**config.mk**
```make
export PLATFORM = sky130hd
export DESIGN_NAME = aics_sequencer
export DESIGN_NICKNAME = d
export VERILOG_FILES = /design/src/aics_pkg.sv /design/src/aics_sequencer.sv
export SDC_FILE = /design/constraint.sdc
export NUM_CORES = 2
export LEC_CHECK = 0
export BUFFER_PORTS_ARGS = -buffer_cell sky130_fd_sc_hd__buf_2
export CORE_UTILIZATION = 60
export CTS_BUF_LIST = sky130_fd_sc_hd__clkbuf_16
export DETAILED_ROUTE_END_ITERATION = 10
export PLACE_DENSITY = 0.84
export SKIP_CTS_REPAIR_TIMING = 1
export SYNTH_ARGS = -nofsm -noshare
export SYNTH_HDL_FRONTEND = slang
export SYNTH_SLANG_ARGS = --single-unit
```
**constraint.sdc**
```tcl
create_clock -name clk -period 57.4 [get_ports clk]
set_clock_uncertainty 0.05 [all_clocks]
set_input_delay 5.74 -clock clk [delete_from_list [all_inputs] [get_ports clk]]
set_output_delay 5.74 -clock clk [all_outputs]
set_load 0.01 [all_outputs]
```
**src/aics_pkg.sv**
```systemverilog
// Package: mode codes, register map and timing counts for the calibration sequencer
package aics_pkg;
    localparam logic [3:0] MODE_CONT    = 4'h0;
    localparam logic [3:0] MODE_SINGLE  = 4'h1;
    localparam logic [3:0] MODE_STANDBY = 4'h2;
    localparam logic [3:0] MODE_PWRDN   = 4'h3;
    localparam logic [3:0] MODE_IDLE    = 4'h4;
    localparam logic [3:0] MODE_IZS     = 4'h5;
    localparam logic [3:0] MODE_IFS     = 4'h6;
    localparam logic [3:0] MODE_SZS     = 4'h7;
    localparam logic [3:0] MODE_SFS     = 4'h8;

    // Register byte offsets
    localparam logic [7:0] ADDR_CTRL    = 8'h00;
    localparam logic [7:0] ADDR_STATUS  = 8'h04;
    localparam logic [7:0] ADDR_IRQSTAT = 8'h08;
    localparam logic [7:0] ADDR_IRQCLR  = 8'h0C;
    localparam logic [7:0] ADDR_IRQEN   = 8'h10;
    localparam logic [7:0] ADDR_OFFSET  = 8'h14;
    localparam logic [7:0] ADDR_GAIN    = 8'h18;
    localparam logic [7:0] ADDR_CHSEL   = 8'h1C;

    // CTRL fields
    localparam int CTRL_MODE_LSB  = 0;
    localparam int CTRL_POWER_LSB = 4;
    localparam logic [1:0] PWR_LOW  = 2'h0;
    localparam logic [1:0] PWR_MID  = 2'h1;
    localparam logic [1:0] PWR_FULL = 2'h2;

    // Interrupt bits
    localparam int IRQ_START = 0;
    localparam int IRQ_DONE  = 1;

    localparam logic [23:0] OFFSET_RESET = 24'h800000;
    localparam logic [23:0] GAIN_RESET   = 24'h500000;

    localparam int SETTLE_PERIODS_SHORT = 1;
    localparam int SETTLE_PERIODS_IFS   = 4;
    localparam int SETTLE_CYCLES        = 64;

    typedef enum logic [3:0] {
        ST_IDLE   = 4'b0001,
        ST_START  = 4'b0010,
        ST_RUN    = 4'b0100,
        ST_STORE  = 4'b1000
    } aics_state_t;
endpackage : aics_pkg

```
**src/aics_sequencer.sv**
```systemverilog
// Idle and calibration mode sequencer with APB registers and interrupt
//
// Functional notes
// Codes 0000 continuous (reset), 0001 single, 0010 standby, 0011 power-down decoded
// Mode 0100 holds filter and modulator reset, modulator clock keeps running
// Mode 0101 shorts input, stores offset coefficient for selected channel
// Ready flag high when any calibration starts, low when it finishes
// Mode returns to idle automatically after any calibration
// Internal zero, system zero, system full calibrations last one settling period
// Mode 0110 applies internal full-scale, stores gain coefficient for channel
// Internal full-scale calibration at gain above one takes four settling periods
// Host never requests internal full-scale calibration at gain one
// Host selects mid or low power before internal full-scale calibration
// Gain coefficient from mid or low power stays applied in full power
// Host runs internal full-scale before internal zero-scale calibration
// Host writes 0x800000 to offset register before internal full-scale
// Host enables exactly one channel during any calibration
// Mode 0111 measures external zero input, stores channel offset coefficient
// Mode 1000 measures external full-scale input, stores channel gain coefficient
// Host repeats full-scale and system zero calibrations after gain change
// Host never writes reserved mode codes 1001 to 1111
`timescale 1ns/1ps
module aics_sequencer #(
    parameter int CHANNELS      = 16,
    parameter int SETTLE_CYCLES = aics_pkg::SETTLE_CYCLES
) (
    input  wire logic        clk,
    input  wire logic        rstn,
    input  wire logic        clkEn,
    input  wire logic        psel,
    input  wire logic        penable,
    input  wire logic        pwrite,
    input  wire logic [7:0]  paddr,
    input  wire logic [31:0] pwdata,
    output logic      [31:0] prdata,
    output logic             pready,
    output logic             pslverr,
    input  wire logic [23:0] measResult,
    output logic             convReady,
    output logic             filterReset,
    output logic             modClkEn,
    output logic             inputShort,
    output logic             fullScaleApply,
    output logic             modeContinuous,
    output logic             modeSingle,
    output logic             modeStandby,
    output logic             modePowerDown,
    output logic             irq
);
    localparam int CW = $clog2(CHANNELS);
    localparam int SW = $clog2(SETTLE_CYCLES * aics_pkg::SETTLE_PERIODS_IFS + 1);

    ////////////////////////////////////////////////////////////////////////////
    // Reset synchroniser
    logic rstMeta_r;
    logic rstSync_r;
    always_ff @(posedge clk or negedge rstn) begin
        if (!rstn) begin
            rstMeta_r <= 1'b0;
            rstSync_r <= 1'b0;
        end else begin
            rstMeta_r <= 1'b1;
            rstSync_r <= rstMeta_r;
        end
    end
    wire logic rstnInt = rstSync_r;

    ////////////////////////////////////////////////////////////////////////////
    // Register state
    logic [3:0]    mode_r;
    logic [1:0]    power_r;
    logic [CW-1:0] chSel_r;
    logic [1:0]    irqStat_r;
    logic [1:0]    irqEn_r;
    logic [23:0]   offsetMem [CHANNELS];
    logic [23:0]   gainMem   [CHANNELS];
    aics_pkg::aics_state_t state_r;
    aics_pkg::aics_state_t state_nxt;
    logic [SW-1:0] cnt_r;
    logic          ready_r;

    ////////////////////////////////////////////////////////////////////////////
    // APB decode
    wire logic access   = psel && penable;
    wire logic wrEn     = access && pwrite && clkEn;
    wire logic hitCtrl  = paddr == aics_pkg::ADDR_CTRL;
    wire logic hitStat  = paddr == aics_pkg::ADDR_STATUS;
    wire logic hitIrqS  = paddr == aics_pkg::ADDR_IRQSTAT;
    wire logic hitIrqC  = paddr == aics_pkg::ADDR_IRQCLR;
    wire logic hitIrqE  = paddr == aics_pkg::ADDR_IRQEN;
    wire logic hitOff   = paddr == aics_pkg::ADDR_OFFSET;
    wire logic hitGain  = paddr == aics_pkg::ADDR_GAIN;
    wire logic hitChSel = paddr == aics_pkg::ADDR_CHSEL;
    wire logic hitAny   = hitCtrl || hitStat || hitIrqS || hitIrqC || hitIrqE
                          || hitOff || hitGain || hitChSel;

    assign pready  = 1'b1;
    assign pslverr = access && !hitAny;

    function automatic logic isCal(input logic [3:0] m);
        isCal = (m >= aics_pkg::MODE_IZS) && (m <= aics_pkg::MODE_SFS);
    endfunction : isCal

    ////////////////////////////////////////////////////////////////////////////
    // Calibration sequencer
    wire logic calReq    = isCal(mode_r);
    wire logic isIfs     = mode_r == aics_pkg::MODE_IFS;
    wire logic storeOff  = (mode_r == aics_pkg::MODE_IZS) || (mode_r == aics_pkg::MODE_SZS);
    wire logic [SW-1:0] calLen = isIfs
        ? SW'(SETTLE_CYCLES * aics_pkg::SETTLE_PERIODS_IFS)
        : SW'(SETTLE_CYCLES * aics_pkg::SETTLE_PERIODS_SHORT);
    wire logic calStart  = state_r == aics_pkg::ST_START;
    wire logic calDone   = state_r == aics_pkg::ST_STORE;

    always_comb begin
        state_nxt = state_r;
        case (state_r)
            aics_pkg::ST_IDLE: begin
                if (calReq) begin
                    state_nxt = aics_pkg::ST_START;
                end
            end
            aics_pkg::ST_START: begin
                state_nxt = aics_pkg::ST_RUN;
            end
            aics_pkg::ST_RUN: begin
                if (cnt_r == SW'(1)) begin
                    state_nxt = aics_pkg::ST_STORE;
                end
            end
            aics_pkg::ST_STORE: begin
                state_nxt = aics_pkg::ST_IDLE;
            end
            default: begin
                state_nxt = aics_pkg::ST_IDLE;
            end
        endcase
    end

    always_ff @(posedge clk or negedge rstnInt) begin
        if (!rstnInt) begin
            state_r <= aics_pkg::ST_IDLE;
            cnt_r   <= '0;
            ready_r <= 1'b0;
        end else if (clkEn) begin
            state_r <= state_nxt;
            if (calStart) begin
                cnt_r   <= calLen;
                ready_r <= 1'b1;
            end else if (state_r == aics_pkg::ST_RUN) begin
                cnt_r <= cnt_r - SW'(1);
            end
            if (calDone) begin
                ready_r <= 1'b0;
            end
        end
    end

    ////////////////////////////////////////////////////////////////////////////
    // Control registers; CTRL and CHSEL writes land only in ST_IDLE, calibration end forces idle
    always_ff @(posedge clk or negedge rstnInt) begin
        if (!rstnInt) begin
            mode_r  <= aics_pkg::MODE_CONT;
            power_r <= aics_pkg::PWR_LOW;
            chSel_r <= '0;
            irqEn_r <= '0;
        end else if (clkEn) begin
            if (wrEn && hitCtrl && state_r == aics_pkg::ST_IDLE) begin
                mode_r  <= pwdata[aics_pkg::CTRL_MODE_LSB +: 4];
                power_r <= pwdata[aics_pkg::CTRL_POWER_LSB +: 2];
            end
            if (calDone) begin
                mode_r <= aics_pkg::MODE_IDLE;
            end
            if (wrEn && hitChSel && state_r == aics_pkg::ST_IDLE) begin
                chSel_r <= pwdata[CW-1:0];
            end
            if (wrEn && hitIrqE) begin
                irqEn_r <= pwdata[1:0];
            end
        end
    end

    // Coefficient storage; gain entry holds regardless of later power mode
    // Entries start at their defaults so a read before any calibration is defined
    always_ff @(posedge clk or negedge rstnInt) begin
        if (!rstnInt) begin
            for (int i = 0; i < CHANNELS; i++) begin
                offsetMem[i] <= aics_pkg::OFFSET_RESET;
                gainMem[i]   <= aics_pkg::GAIN_RESET;
            end
        end else if (clkEn) begin
            if (calDone && storeOff) begin
                offsetMem[chSel_r] <= measResult;
            end else if (wrEn && hitOff) begin
                offsetMem[chSel_r] <= pwdata[23:0];
            end
            if (calDone && !storeOff) begin
                gainMem[chSel_r] <= measResult;
            end else if (wrEn && hitGain) begin
                gainMem[chSel_r] <= pwdata[23:0];
            end
        end
    end

    ////////////////////////////////////////////////////////////////////////////
    // Interrupts: set wins over clear
    wire logic [1:0] irqSet = {calDone, calStart};
    wire logic [1:0] irqClr = (wrEn && hitIrqC) ? pwdata[1:0] : 2'h0;
    always_ff @(posedge clk or negedge rstnInt) begin
        if (!rstnInt) begin
            irqStat_r <= '0;
        end else if (clkEn) begin
            irqStat_r <= (irqStat_r & ~irqClr) | irqSet;
        end
    end
    assign irq = |(irqStat_r & irqEn_r);

    ////////////////////////////////////////////////////////////////////////////
    // Read data
    wire logic [31:0] rdMux =
        hitCtrl  ? {26'h0, power_r, mode_r} :
        hitStat  ? {24'h0, 3'h0, ready_r, state_r} :
        hitIrqS  ? {30'h0, irqStat_r} :
        hitIrqE  ? {30'h0, irqEn_r} :
        hitOff   ? {8'h0, offsetMem[chSel_r]} :
        hitGain  ? {8'h0, gainMem[chSel_r]} :
        hitChSel ? 32'(chSel_r) : 32'h0;
    assign prdata = (access && !pwrite) ? rdMux : 32'h0;

    ////////////////////////////////////////////////////////////////////////////
    // Mode decode to analog controls
    assign convReady      = ready_r;
    assign filterReset    = (mode_r == aics_pkg::MODE_IDLE) || !rstnInt;
    assign modClkEn       = !(mode_r == aics_pkg::MODE_STANDBY
                              || mode_r == aics_pkg::MODE_PWRDN);
    assign inputShort     = mode_r == aics_pkg::MODE_IZS;
    assign fullScaleApply = isIfs;
    assign modeContinuous = mode_r == aics_pkg::MODE_CONT;
    assign modeSingle     = mode_r == aics_pkg::MODE_SINGLE;
    assign modeStandby    = mode_r == aics_pkg::MODE_STANDBY;
    assign modePowerDown  = mode_r == aics_pkg::MODE_PWRDN;

    ////////////////////////////////////////////////////////////////////////////
    // Assertions
    property p_ready_on_start;
        @(posedge clk) disable iff (!rstnInt)
        (clkEn && calStart) |=> convReady;
    endproperty
    a_ready_on_start: assert property (p_ready_on_start) else $error("ready not raised");

    property p_ready_off_done;
        @(posedge clk) disable iff (!rstnInt)
        (clkEn && calDone) |=> !convReady;
    endproperty
    a_ready_off_done: assert property (p_ready_off_done) else $error("ready not cleared");

    property p_idle_after;
        @(posedge clk) disable iff (!rstnInt)
        (clkEn && calDone) |=> mode_r == aics_pkg::MODE_IDLE;
    endproperty
    a_idle_after: assert property (p_idle_after) else $error("no idle after cal");

    property p_filter_idle;
        @(posedge clk) disable iff (!rstnInt)
        (mode_r == aics_pkg::MODE_IDLE) |-> (filterReset && modClkEn);
    endproperty
    a_filter_idle: assert property (p_filter_idle) else $error("idle controls wrong");

    property p_short;
        @(posedge clk) disable iff (!rstnInt)
        inputShort |-> mode_r == aics_pkg::MODE_IZS;
    endproperty
    a_short: assert property (p_short) else $error("short in wrong mode");

    property p_ifs_len;
        @(posedge clk) disable iff (!rstnInt)
        (clkEn && calStart && isIfs) |=> cnt_r == SW'(SETTLE_CYCLES * 4);
    endproperty
    a_ifs_len: assert property (p_ifs_len) else $error("ifs length wrong");

    property p_short_len;
        @(posedge clk) disable iff (!rstnInt)
        (clkEn && calStart && !isIfs) |=> cnt_r == SW'(SETTLE_CYCLES);
    endproperty
    a_short_len: assert property (p_short_len) else $error("cal length wrong");

    property p_cont_reset;
        @(posedge clk) $rose(rstnInt) |-> modeContinuous;
    endproperty
    a_cont_reset: assert property (p_cont_reset) else $error("reset mode wrong");

    property p_ready_reset;
        @(posedge clk) $rose(rstnInt) |-> !convReady;
    endproperty
    a_ready_reset: assert property (p_ready_reset) else $error("ready high after reset");

    property p_ready_run;
        @(posedge clk) disable iff (!rstnInt)
        (state_r == aics_pkg::ST_RUN) |-> convReady;
    endproperty
    a_ready_run: assert property (p_ready_run) else $error("ready low while running");

    property p_ready_idle;
        @(posedge clk) disable iff (!rstnInt)
        (state_r == aics_pkg::ST_IDLE) |-> !convReady;
    endproperty
    a_ready_idle: assert property (p_ready_idle) else $error("ready high while idle");

    property p_ready_rise;
        @(posedge clk) disable iff (!rstnInt)
        $rose(convReady) |-> (state_r == aics_pkg::ST_RUN) && calReq;
    endproperty
    a_ready_rise: assert property (p_ready_rise) else $error("ready rose outside start");

    property p_ready_fall;
        @(posedge clk) disable iff (!rstnInt)
        $fell(convReady) |-> (mode_r == aics_pkg::MODE_IDLE);
    endproperty
    a_ready_fall: assert property (p_ready_fall) else $error("ready fell without idle");

    property p_cal_code;
        @(posedge clk) disable iff (!rstnInt)
        (state_r != aics_pkg::ST_IDLE) |-> isCal(mode_r);
    endproperty
    a_cal_code: assert property (p_cal_code) else $error("mode left cal too early");

    property p_run_bounded;
        @(posedge clk) disable iff (!rstnInt)
        (state_r == aics_pkg::ST_RUN) |-> (cnt_r != '0) && (cnt_r <= calLen);
    endproperty
    a_run_bounded: assert property (p_run_bounded) else $error("run count out of range");

    property p_offset_store;
        @(posedge clk) disable iff (!rstnInt)
        (clkEn && calDone && storeOff) |=> offsetMem[chSel_r] == $past(measResult);
    endproperty
    a_offset_store: assert property (p_offset_store) else $error("offset not stored");

    property p_gain_store;
        @(posedge clk) disable iff (!rstnInt)
        (clkEn && calDone && !storeOff) |=> gainMem[chSel_r] == $past(measResult);
    endproperty
    a_gain_store: assert property (p_gain_store) else $error("gain not stored");
endmodule : aics_sequencer

```
# Word-level counts from Yosys, hierarchy flattened
# Index checks and enable logic that the tools add are counted.
[totals] ff_bits=798 latch_bits=0 ram_bits=0 rom_bits=0 in_bits=70 output_inout_bits=44 elab_cells=157 mem_count=0
[classes] add_sub_neg=1 multipliers=0 div=0 n_lt_le_gt_ge=4 n_eq_ne=21 shifts=0 mux=35 bitwise_logic=5 n_reduce_logical=49
[ops] cell="$bwmux 384" count=4
[ops] cell="$mux 384" count=4
[ops] cell="$mux 24" count=12
[ops] cell="$bmux 24 s4" count=2
[ops] cell="$demux 24 s4" count=1
[ops] cell="$eq 8x5->1 const B" count=4
[ops] cell="$mux 9" count=3
[ops] cell="$eq 4x3->1 const B" count=5
[ops] cell="$mux 4" count=5
[ops] cell="$logic_and 1x1->1" count=17
[ops] cell="$eq 8x4->1 const B" count=2
[ops] cell="$reduce_and 2->1" count=8
[ops] cell="$eq 4x2->1 const B" count=3
[ops] cell="$pmux 4 s3" count=1
[ops] cell="$logic_or 1x1->1" count=10
[ops] cell="$reduce_bool 2->1" count=5
[ops] cell="$eq 9x1->1 const B" count=1
[ops] cell="$sub 9x1->9 const B" count=1
[ops] cell="$eq 4x1->1 const B" count=2
[ops] cell="$eq 8x3->1 const B" count=1
[ops] cell="$logic_not 8->1" count=1
[ops] cell="$ge 5x5->1 const B" count=1
[ops] cell="$logic_not 1->1" count=5
[ops] cell="$lt 5x1->1 const B" count=1
[ops] cell="13 further kinds" count=16

# Longest topological paths before layout
[depth] ltp_word=11 ltp_mapped=10

# Least setup slack after synthesis
# No wires, ideal clock.
[synth_path] path_kind="register to output" from="register rstSync_r" to="output filterReset" arrival_ps=19682 t_required_ps=51610 setup_slack_ps=31928 path_stages_with_launch=2 path_buffers=0 cell_sequence="dfrtp_1 -> o31ai_1"
[synth_via] elab_chain_len=2
[synth_rtl] element="start: declaration" line_no="aics_sequencer.sv:56" rtl="logic rstSync_r;"
[synth_rtl] element="start signal: assignment" line_no="aics_sequencer.sv:63" rtl="rstSync_r <= rstMeta_r;"
[synth_rtl] element="$logic_not 1->1" line_no="aics_sequencer.sv:234" rtl="assign filterReset = (mode_r == aics_pkg::MODE_IDLE) || !rstnInt;"
[synth_rtl] element="$logic_or 1x1->1" line_no="aics_sequencer.sv:234"
[synth_rtl] element="end: declaration" line_no="aics_sequencer.sv:40" rtl="output logic filterReset,"
# No other way between the ends.

# Worst setup path in the final report
[layout_path] from="input psel" to="output prdata[22]"
[layout_via] elab_chain_len=3
[layout_rtl] element="start: declaration" line_no="aics_sequencer.sv:30" rtl="input wire logic psel,"
[layout_rtl] element="$logic_and 1x1->1" line_no="aics_sequencer.sv:84" rtl="wire logic access = psel && penable;"
[layout_rtl] element="$logic_and 1x1->1" line_no="aics_sequencer.sv:229" rtl="assign prdata = (access && !pwrite) ? rdMux : 32'h0;"
[layout_rtl] element="$mux 24" line_no="aics_sequencer.sv:229"
[layout_rtl] element="end: declaration" line_no="aics_sequencer.sv:35" rtl="output logic [31:0] prdata,"
# No other way between the ends.

==> qor.csv <==
metric,value,unit
dp_hpwl,52.83,mm
crit_fanout,24,
synth-seq-cells,798,
r2r_start,chSel_r[0],
fp.dieH,252.2,microns
hp-start,rstMeta_r,
path_common_cell,buf_2,
rsz0062_at_grt,no,
yosysWarnings,0,
r2r_cells,5,
min_period,14.99,ns
yosysTopAreaCell,dfrtp_1,
synth-async-reset-ratio,1.000,
vdd_ir_drop_max,0.02738,mV
grtUsageTotal,0.2928,
relSlewSlack,0.1611,
crit_slowest_cell,nand4_1,
met1_usage,0.4008,
combPwrFrac,0.068,
yosysTopAreaCellShare,0.4989,
r2r-end,gainMem[352],
critPathArrivalTime,9.20,ns
reg2reg_slack,53.16,ns
routedWlPerCell,27.31,microns
ant_nets,0,
core_area,61830,sq um
clkLatencyLatePin,0.62,ns
path_clk_slew,0.06,ns
ys.flop_type,dfrtp_1,
final_layout_size_suffix_gt1_frac,0.5618,
hold_viol,0,
postSynthAreaPerCell,15.78,sq um
pwr-share-clk,0.421,
drv_slew,0,
syn_to_final_growth,8.645,%
hold_end,rstSync_r,
use_met2,0.4741,
critPathBufInv,2,
synth_edf_count,0,
cts_root_buf,clkbuf_16,
min_path_cells,0,
endpoint_kind,output port,
top_usage_layer,met2,
clock_path_buffers,3,
layout.nets,2454,
synthTopCellsByCount,"813 x mux2_2, 749 x dfrtp_1, 229 x mux4_2",
drtPass1Iterations,8,
grt_overflow,0,
row_count,91,
worstPathRequired,51.61,ns
clock.fmax,66.71,MHz
cp_cell_sequence,buf_2 > nand2_1 > nor2_2 > nand4_1 > o21ai_0 > buf_2,
tightest_slew,1.257,ns
met3_usage,0.06704,
cts_sinks,798,
leakage,19.09,nW
grt_pass1_vias,23272,
holdCritPathClass,reg -> reg,
syn_area,37570,sq um
start_kind,input port,
p_per_area,28.30,nW/um^2
final_util,0.6603,
numCtsBuffers,80,
synth_most_common_cell,mux2_2,
fp.dieArea,63630,sq um
switching_share,0.2352,
period_share,0.2612,
cpLargestDelayFamily,simple AND/OR/NAND/NOR gates,
setup_viol,0,
die_w,252.2,microns
pin_count,114,
synthTopCellsByArea,"dfrtp_1 50%, mux2_2 24%, mux4_2 14%, dfstp_2 3.4%, clkbuf_1 0.92%",
slowest_delay,1.11,ns
vias_per_cell,6.564,
finalWeightedCongestion,0.9124,
internal_power,883.6,uW
critPathKind,in -> out,
place_ws,42.76,ns
start_util,0.6077,
antenna_found_initial,1,
status,"finished, final reports clean",
cts_tree,done,
nFillCells,4107,
first_iter_violations,1995,
switchingPower,271.8,uW
cp.depth,6,
n_antenna_cell,0,
timing.final.ws_setup,42.41,ns
seqPwrFrac,0.511,
grt_max_degree,203,
post_synth_num_cell_types,67,
h-tree-depth,3,
wirelength,89.54,mm
port_buffers,96,
maxCapViolations,0,
drc,0,
grt_pass1_wl,139.2,mm
setup_tns,0,ns
yosysSeqAreaShare,0.5331,
vias,21523,
syn_inst,2381,
-- how the worst max path moves through the flow --
stage / from / end
3_3_place_gp: psel / prdata[19]
6_report: psel / prdata[22]
2_1_floorplan: rstSync_r / filterReset
4_1_cts: penable / prdata[22]
5_1_grt: penable / prdata[6]
3_5_place_dp: penable / prdata[19]
-- cell usage in the layout, fill, tap and decap left out, drive strengths merged, types with 4 or more instances in the layout --
master / n
a21oi: 4
a22o: 6
and3: 6
buf: 124
bufinv: 4
clkbuf: 81
clkinv: 24
conb: 10
dfrtp: 749
dfstp: 49
inv: 57
mux2: 827
mux2i: 15
mux4: 229
nand2: 35
nand2b: 13
nand3: 31
nand4: 5
nor2: 37
nor2b: 8
nor3: 16
nor4: 4
nor4b: 4
o211ai: 7
o21a: 4
o21ai: 30
o22ai: 10
xor2: 5
-- power by group through the flow --
| stage | clock network (mW) | logic, mW | registers (mW) |
|---|---|---|---|
| 3_3_place_gp | 0 | 0.0735 | 0.598 |
| 5_1_grt | 0.516 | 0.0862 | 0.592 |
| 6_report | 0.487 | 0.0783 | 0.590 |
| 2_1_floorplan | 0 | 0.0533 | 0.602 |
| 3_5_place_dp | 0 | 0.0779 | 0.600 |
| 4_1_cts | 0.493 | 0.0785 | 0.590 |
-- metrics by stage --
stage	hold slack, ns	power (mW)	instances	instance area [sq um]
finish	0.2965	1.155	3279	40820
global route	0.3076	1.194	3279	40820
CTS	0.2996	1.162	3279	40820
detailed placement	0.2865	0.6780	3137	38410
global placement	0.2889	0.6719	3137	38410
floorplan	0.2812	0.6552	2389	37600
-- metal layers --
layer | vias to the layer above | part of all wire
met5 | - | 0
met2 | 840 | 0.49
met1 | 11620 | 0.41
met3 | 165 | 0.080
li1 | 8898 | -
met4 | 0 | 0.027
-- logic make-up after synthesis --
group	share of synthesized area
fa+ha+maj	0.0006659
simple gates	0.02801
buf+inv	0.03077
flops	0.5331
other cells	0.0001999
compound gates	0.01572
xor+xnor	0.001399
mux	0.3901
-- registers in the layout, indices dropped and copies added (netlist names) --
signal,cells
irqStat_r,2
mode_r,4
rstMeta_r,1
convReady,1
power_r,2
irqEn_r,2
offsetMem,384
state_r,4
gainMem,384
chSel_r,4
cnt_r,9
rstSync_r,1
-- final cells by class --
cell class	instances	area, sq um	area share
clock buffer	81	2027	0.04966
clock inverter	61	380.4	0.009318
inverter	25	93.84	0.002299
multi-input combinational	1353	16490	0.4041
sequential	798	20050	0.4912
tap	837	1047	0.02566
timing repair buffer	124	728.2	0.01784
No activity file was read; power rests on OpenSTA's default activity.
